$ cat src/design/zero_delay_defs.vh
// Register offsets, field positions and reset values of the zero-delay and PLL status bank
`ifndef ZERO_DELAY_DEFS_VH
`define ZERO_DELAY_DEFS_VH

`define ZD_ADDR_W          10
`define ZD_CTRL_ADDR       10'h01e
`define ZD_STAT_ADDR       10'h01f
`define ZD_FREEZE_ADDR     10'h01d
`define ZD_THRSEL_ADDR     10'h01a

`define ZD_CTRL_RESET      8'h00
`define ZD_STAT_RESET      8'h00
`define ZD_FB_ROUTE_RESET  4'h1
`define ZD_RDATA_UNMAPPED  8'h00
`define ZD_CTRL_WMASK      8'h1e

`define ZD_EN_BIT          1
`define ZD_MODE_BIT        2
`define ZD_FBSEL_LSB       3
`define ZD_FBSEL_MSB       4
`define ZD_FREEZE_BIT      4
`define ZD_THRSEL_BIT      6

`define ZD_ST_LOCK         0
`define ZD_ST_PRI_THR      1
`define ZD_ST_SEC_THR      2
`define ZD_ST_OSC_THR      3
`define ZD_ST_SEC_SEL      4
`define ZD_ST_HOLDOVER     5
`define ZD_ST_CAL_DONE     6

`define ZD_FB_DIV0         2'h0
`define ZD_FB_DIV1         2'h1
`define ZD_FB_DIV2         2'h2
`define ZD_FB_DIV3         2'h3

`endif

$ cat src/design/zero_delay_cfg_pll_status.v
// Zero-delay control register and PLL readback status register
//
// Contract
// - Select code 11 routes channel divider 3 into the external feedback path.
// - Codes 00, 01, 10 choose dividers 0, 1, 2; 00 after reset.
// - Mode bit clear with enable set gives internal zero-delay mode; clear at reset.
// - Mode bit set with enable set gives external mode using selected divider.
// - Enable bit turns zero delay on; resets off, mode ignored while off.
// - Status bit 6 reads calibration done; writes have no effect.
// - Status bit 5 reads the holdover level as last captured through the synchroniser.
// - Status bit 4 reads one when the secondary reference drives the loop.
// - Status bit 3 reads one when oscillator frequency is above its threshold.
// - Status bit 2 reads secondary reference above threshold chosen by select bit.
// - Status bit 1 reads primary reference above threshold chosen by select bit.
// - Status bit 0 reads the digital lock detector.
// - Freeze bit set stops status updates and holds the last contents.
`timescale 1ns/100ps
`default_nettype none
`include "zero_delay_defs.vh"

module zero_delay_cfg_pll_status #(
	parameter ADDR_W = `ZD_ADDR_W,
	parameter NSTAT  = 7
) (
	// Clock and reset
	input  wire              clock,
	input  wire              arst_n,
	// Register access port
	input  wire [ADDR_W-1:0] reg_addr,
	input  wire              reg_wr,
	input  wire              reg_rd,
	input  wire [7:0]        reg_wdata,
	output reg  [7:0]        reg_rdata_q,
	output reg               reg_hit_q,
	// Controls held elsewhere in the register map
	input  wire              status_freeze,
	input  wire              threshold_select,
	// Status sources from analog and monitor circuitry
	input  wire              cal_done_in,
	input  wire              holdover_active_in,
	input  wire              secondary_reference_selected_in,
	input  wire              osc_above_threshold_in,
	input  wire              secondary_reference_input_above_thr_in,
	input  wire              primary_reference_input_above_thr_in,
	input  wire              digital_lock_in,
	// Zero-delay controls toward the PLL, threshold select toward the reference monitors
	output reg               zero_delay_on_q,
	output reg               zd_internal_q,
	output reg               zd_external_q,
	output reg  [3:0]        fb_divider_onehot_q,
	output reg               monitor_threshold_select_q
);

	reg  [7:0]       ctrl_q;
	reg  [7:0]       ctrl_d;
	reg  [7:0]       stat_q;
	reg  [7:0]       stat_d;
	wire [NSTAT-1:0] raw_status;
	wire [NSTAT-1:0] sync_status;
	// Captured status word
	wire [7:0]       status_word;
	// Address decode of the current access
	wire             ctrl_wr_hit;
	wire             ctrl_rd_hit;
	wire             stat_rd_hit;
	// Fields of the next control value
	wire             next_enable;
	wire             next_mode;
	wire [1:0]       next_fb_code;
	wire [3:0]       next_fb_route;
	wire [1:0]       next_zd_modes;
	// Word returned by a read
	wire [7:0]       read_word;
	wire             read_hit;

	// Divider code to one-hot feedback route
	function [3:0] fb_decode;
		input [1:0] code;
		begin
			case (code)
				`ZD_FB_DIV0: fb_decode = 4'h1;
				`ZD_FB_DIV1: fb_decode = 4'h2;
				`ZD_FB_DIV2: fb_decode = 4'h4;
				`ZD_FB_DIV3: fb_decode = 4'h8;
				default:     fb_decode = 4'h1;
			endcase
		end
	endfunction

	// Address match against the control register
	function addr_is_ctrl;
		input [ADDR_W-1:0] addr;
		begin
			addr_is_ctrl = (addr == `ZD_CTRL_ADDR);
		end
	endfunction

	// Address match against the status register
	function addr_is_stat;
		input [ADDR_W-1:0] addr;
		begin
			addr_is_stat = (addr == `ZD_STAT_ADDR);
		end
	endfunction

	// Enable and mode bits to {external, internal}; both low while disabled
	function [1:0] zd_modes;
		input enable;
		input mode;
		begin
			zd_modes = 2'b00;
			if (enable)
			begin
				if (mode)
				begin
					zd_modes = 2'b10;
				end
				else
				begin
					zd_modes = 2'b01;
				end
			end
		end
	endfunction

	// Synchronised levels to their status bit positions; bit 7 reads zero
	function [7:0] pack_status;
		input [NSTAT-1:0] levels;
		begin
			pack_status                  = 8'h00;
			pack_status[`ZD_ST_LOCK]     = levels[0];
			pack_status[`ZD_ST_PRI_THR]  = levels[1];
			pack_status[`ZD_ST_SEC_THR]  = levels[2];
			pack_status[`ZD_ST_OSC_THR]  = levels[3];
			pack_status[`ZD_ST_SEC_SEL]  = levels[4];
			pack_status[`ZD_ST_HOLDOVER] = levels[5];
			pack_status[`ZD_ST_CAL_DONE] = levels[6];
		end
	endfunction

	// Read data for an address; unmapped addresses read zero
	function [7:0] read_select;
		input [ADDR_W-1:0] addr;
		input [7:0]        ctrl;
		input [7:0]        stat;
		begin
			if (addr_is_ctrl(addr))
			begin
				read_select = ctrl;
			end
			else if (addr_is_stat(addr))
			begin
				read_select = stat;
			end
			else
			begin
				read_select = `ZD_RDATA_UNMAPPED;
			end
		end
	endfunction

	assign raw_status = {
		cal_done_in,
		holdover_active_in,
		secondary_reference_selected_in,
		osc_above_threshold_in,
		secondary_reference_input_above_thr_in,
		primary_reference_input_above_thr_in,
		digital_lock_in
	};

	status_sync #(
		.WIDTH (NSTAT)
	) u_sync (
		.clock    (clock),
		.arst_n   (arst_n),
		.async_in (raw_status),
		.sync_q   (sync_status)
	);

	// Synchronised levels placed at their status bit positions
	assign status_word = pack_status(sync_status);

	// Which register the current access targets
	assign ctrl_wr_hit = reg_wr & addr_is_ctrl(reg_addr);
	assign ctrl_rd_hit = reg_rd & addr_is_ctrl(reg_addr);
	assign stat_rd_hit = reg_rd & addr_is_stat(reg_addr);
	assign read_hit    = ctrl_rd_hit | stat_rd_hit;
	assign read_word   = read_select(reg_addr, ctrl_q, stat_q);

	// Control register write; unused bits are dropped
	always @*
	begin
		ctrl_d = ctrl_q;
		if (ctrl_wr_hit)
		begin
			ctrl_d = reg_wdata & `ZD_CTRL_WMASK;
		end
	end

	// Fields of the value the control register takes at this edge
	assign next_enable   = ctrl_d[`ZD_EN_BIT];
	assign next_mode     = ctrl_d[`ZD_MODE_BIT];
	assign next_fb_code  = ctrl_d[`ZD_FBSEL_MSB:`ZD_FBSEL_LSB];
	assign next_fb_route = fb_decode(next_fb_code);
	assign next_zd_modes = zd_modes(next_enable, next_mode);

	// Status capture; read-only, writes ignored
	always @*
	begin
		stat_d = stat_q;
		if (!status_freeze)
		begin
			stat_d = status_word;
		end
	end

	always @(posedge clock or negedge arst_n)
	begin
		if (!arst_n)
		begin
			ctrl_q <= `ZD_CTRL_RESET;
			stat_q <= `ZD_STAT_RESET;
		end
		else
		begin
			ctrl_q <= ctrl_d;
			stat_q <= stat_d;
		end
	end

	// Zero-delay enable and mode toward the PLL
	always @(posedge clock or negedge arst_n)
	begin
		if (!arst_n)
		begin
			zero_delay_on_q <= 1'b0;
			zd_internal_q   <= 1'b0;
			zd_external_q   <= 1'b0;
		end
		else
		begin
			zero_delay_on_q <= next_enable;
			zd_internal_q   <= next_zd_modes[0];
			zd_external_q   <= next_zd_modes[1];
		end
	end

	// Feedback divider route toward the PLL
	always @(posedge clock or negedge arst_n)
	begin
		if (!arst_n)
		begin
			fb_divider_onehot_q <= `ZD_FB_ROUTE_RESET;
		end
		else
		begin
			fb_divider_onehot_q <= next_fb_route;
		end
	end

	// Threshold select toward the reference monitors
	always @(posedge clock or negedge arst_n)
	begin
		if (!arst_n)
		begin
			monitor_threshold_select_q <= 1'b0;
		end
		else
		begin
			monitor_threshold_select_q <= threshold_select;
		end
	end

	// Read data, held until the next read
	always @(posedge clock or negedge arst_n)
	begin
		if (!arst_n)
		begin
			reg_rdata_q <= `ZD_RDATA_UNMAPPED;
		end
		else if (reg_rd)
		begin
			reg_rdata_q <= read_word;
		end
	end

	// Read acknowledge, one cycle for a mapped address
	always @(posedge clock or negedge arst_n)
	begin
		if (!arst_n)
		begin
			reg_hit_q <= 1'b0;
		end
		else
		begin
			reg_hit_q <= read_hit;
		end
	end

endmodule

`default_nettype wire

$ cat src/design/status_sync.v
// Two-flop synchroniser for a vector of independent status levels
`timescale 1ns/100ps
`default_nettype none

module status_sync #(
	parameter WIDTH = 7
) (
	// Clock and reset
	input  wire             clock,
	input  wire             arst_n,
	// Levels
	input  wire [WIDTH-1:0] async_in,
	output reg  [WIDTH-1:0] sync_q
);

	reg [WIDTH-1:0] meta_q;

	always @(posedge clock or negedge arst_n)
	begin
		if (!arst_n)
		begin
			meta_q   <= {WIDTH{1'b0}};
			sync_q   <= {WIDTH{1'b0}};
		end
		else
		begin
			meta_q   <= async_in;
			sync_q   <= meta_q;
		end
	end

endmodule

`default_nettype wire

$ cat config.mk
export PLATFORM = sky130hd
export DESIGN_NAME = zero_delay_cfg_pll_status
export DESIGN_NICKNAME = d
export VERILOG_FILES = /design/src/design/zero_delay_cfg_pll_status.v /design/src/design/status_sync.v
export VERILOG_INCLUDE_DIRS = /design/src /design/src/design
export SDC_FILE = /design/constraint.sdc
export NUM_CORES = 1
export LEC_CHECK = 0
export ABC_CLOCK_PERIOD_IN_PS = 1700
export BUFFER_PORTS_ARGS = -buffer_cell sky130_fd_sc_hd__buf_2
export CAP_MARGIN = 20
export CORE_MARGIN = 10
export CORE_UTILIZATION = 50
export CTS_BUF_LIST = sky130_fd_sc_hd__clkbuf_8 sky130_fd_sc_hd__clkbuf_16
export DETAILED_ROUTE_END_ITERATION = 10
export GPL_ROUTABILITY_DRIVEN = 0
export PLACE_DENSITY_LB_ADDON = 0.08
export SLEW_MARGIN = 20
export SYNTH_ARGS = -nofsm -noshare
export SYNTH_HDL_FRONTEND = slang
export SYNTH_HIERARCHICAL = 1
export SYNTH_SLANG_ARGS = --single-unit
$ cat constraint.sdc
create_clock -name clock -period 1.7 [get_ports clock]
set_input_delay 0.085 -clock clock [delete_from_list [all_inputs] [get_ports clock]]
set_output_delay 0.085 -clock clock [all_outputs]
set_load 0.05 [all_outputs]
==> results.toml <==
[outcome]
status = "finished clean"

[routing]
drtPass1Iterations = 4
drtAntennaViolNets = 0
wl_per_cell_um = 14.51
drcViolationCount = 0
vias_per_cell = 4.920
drt_iter0_markers = 47
wirelength_um = 2728
routed-via-count = 925

[timing]
final.setup.tns_ns = 0
finalMaxSlewViolations = 0
hold_viol_final = 0
skew_ns = 0.003481
timing.final.ws_setup_ns = 0.3726
rsz0062_at_grt = "no"
min_period_ns = 1.327
hold-worst-slack_ns = 0.04432
setup_viol = 0
period_share_pct = 78.08
fmax_ghz = 0.7534

[logic_synthesis]
synth-compound-area-share_pct = 4.125
synth_seq_cells = 40
post-synth-top-count-cell = "dfrtp_1"
synthXorXnorAreaFrac_pct = 0
syn_nets = 133
synthTopCellsByCount = "39 x dfrtp_1, 11 x mux2_2, 8 x nand2_1"
synth_cell_type_count = 19
synth_area_leaders = "dfrtp_1 66%, mux2_2 8.3%, o2bb2ai_1 4.1%"
yosys.area_share.simple_pct = 9.680
synth_mux_area_share_pct = 15.49
yosys.area.top_type = "dfrtp_1"
synthAdderAreaFrac_pct = 0
synth_top_area_share_pct = 65.66
syn-cell-area_um2 = 1486
ys.flop_type = "dfrtp_1"
ys_warn_count = 6
avgSynthCellArea_um2 = 14.57
synth_edf_count = 0
synth_cells = 102
synth_top_family_by_area = "multiplexers"
async_reset_ff_share_pct = 100.0
ys_seq_area_share_pct = 67.42

[clock_network]
cts_resized = 0
post_cts_buffers = 0
clk-insertion-delay-late_ns = 0.29
clkTransAtPathRegs_ns = 0.07
numCtsBuffers = 5
htree_levels = 2
cts_tree = "done"
cts_sinks = 40
root_buffer = "clkbuf_8"
cts_hold_buf = 9
cts_buffer_depth = 2

[grt]
grt_max_degree = 41
antenna_found_initial = 0
met2_usage_pct = 17.39
first_global_vias = 993
overflow = 0
use_met1_pct = 11.67
track_usage_pct = 10.63
grt_first_pass_wirelength_um = 4581
grt.busiest_layer = "met2"
use_met3_pct = 5.053

[place]
dp_hpwl_um = 1991
post-place-ws_ns = 0.07588
io_buffers = 42

[power_and_ir_drop]
comb_power_share_pct = 7.6
power.internal_mw = 1.489
clockPowerShare_pct = 38.9
switching_power_uw = 389.5
p_total_mw = 1.879
sw_frac_of_total_pct = 20.73
power.density_nw_per_um2 = 983.2
seq_power_share_pct = 53.5
p_leak_nw = 0.9414
ir_worst_vdd_mv = 0.8957

[finish]
area_delta_synth_final_pct = 28.54
nets = 187
drive_gt1_share_pct = 41.40
n_antenna_cell = 0

[floorplanning]
io_pins = 48
die_h_um = 74.53
coreArea_um2 = 2805
placementRows = 19
start_util_pct = 52.99
die_area_um2 = 5554
die_w_um = 74.53

[setup_path]
crit_type = "input port to flip-flop"
path_max_fanout = 10
crit_required_ns = 1.86
end_kind = "flip-flop"
cp-start-kind = "input port"
cp.arrival_ns = 1.49

[hold_path]
hp-class = "input port to flip-flop"

[job]
maxCapViolations = 0
critical path: stages:
cell and delay (ns):
buf_2 0.10, or4b_4 0.54, nor4_2 0.17, buf_4 0.25, mux2_1 0.35
power groups by stage:
stage	registers (mW)	clock network, mW	logic (mW)
floorplan	1.03	0	0.0581
global placement	1.02	0	0.126
detailed placement	1.02	0	0.130
CTS	1.00	0.758	0.147
global route	1.01	0.792	0.160
finish	1.00	0.731	0.143
flip-flops by register name (all words and copies together) (netlist names):
signal / cells
ctrl_q: 4
fb_divider_onehot_q: 4
monitor_threshold_select_q: 1
reg_hit_q: 1
reg_rdata_q: 7
stat_q: 7
u_sync/meta_q: 7
u_sync/sync_q: 7
zd_external_q: 1
zd_internal_q: 1
cell families after synthesis:
group | count (synthesis)
muxes | 21
and+or+nand+nor | 25
buffers and inverters | 8
other | 1
DFF | 40
AOI/OAI and AO/OA | 7
placed cells by master (no fill, tap or decap), drive strengths merged:
| cell | n |
|---|---|
| buf | 44 |
| dfrtp | 39 |
| mux2 | 16 |
| dlygate4sd3 | 9 |
| nand2 | 8 |
| nand2b | 7 |
| o2bb2ai | 7 |
| mux2i | 5 |
| clkbuf | 5 |
| inv | 3 |
| nor2 | 3 |
| nand3 | 3 |
| nand4bb | 1 |
| or4b | 1 |
| nor4 | 1 |
| or3 | 1 |
| conb | 1 |
| bufinv | 1 |
| clkinv | 1 |
| dfstp | 1 |
metal layers:
metal	vias up	part of all wire (%)
li1	451	-
met1	430	42
met2	38	45
met3	6	11
met4	0	1.8
met5	-	0
path summary, 6_finish.rpt:
| kind | startpoint | endpoint | slack [ns] | depth (start not counted) |
|---|---|---|---|---|
| worst min-delay path | reg_wdata[2] | ctrl_q[2] | 0.04 | 2 |
| worst max-delay path | reg_addr[5] | ctrl_q[1] | 0.37 | 5 |
| max in group asynchronous | arst_n | fb_divider_onehot_q[0] | 0.97 | 3 |
| worst min register to register | u_sync/meta_q[1] | u_sync/sync_q[1] | 0.35 | 0 |
| worst max register to register | ctrl_q[4] | reg_rdata_q[4] | 0.74 | 3 |
| min in group asynchronous | arst_n | zd_external_q | 0.38 | 3 |
stage by stage:
stage / cell area, µm² / cells / util [%]
after global placement: 1713 / 171 / 61.06
after global routing: 1911 / 188 / 68.11
final: 1911 / 188 / 68.11
after floorplan: 1486 / 102 / -
after detailed placement: 1713 / 171 / 61.06
after CTS: 1911 / 188 / 68.11
final cells by class:
class	count	area, µm²
repair buffers	53	315.3
fillers	211	894.6
clock buffers	5	68.82
flip-flops and latches	40	1002
multi-input cells	54	439.2
inverters	2	7.507
well taps	31	38.79
clock inverters	3	38.79
Note: power is estimated with default switching activity, not from simulation.
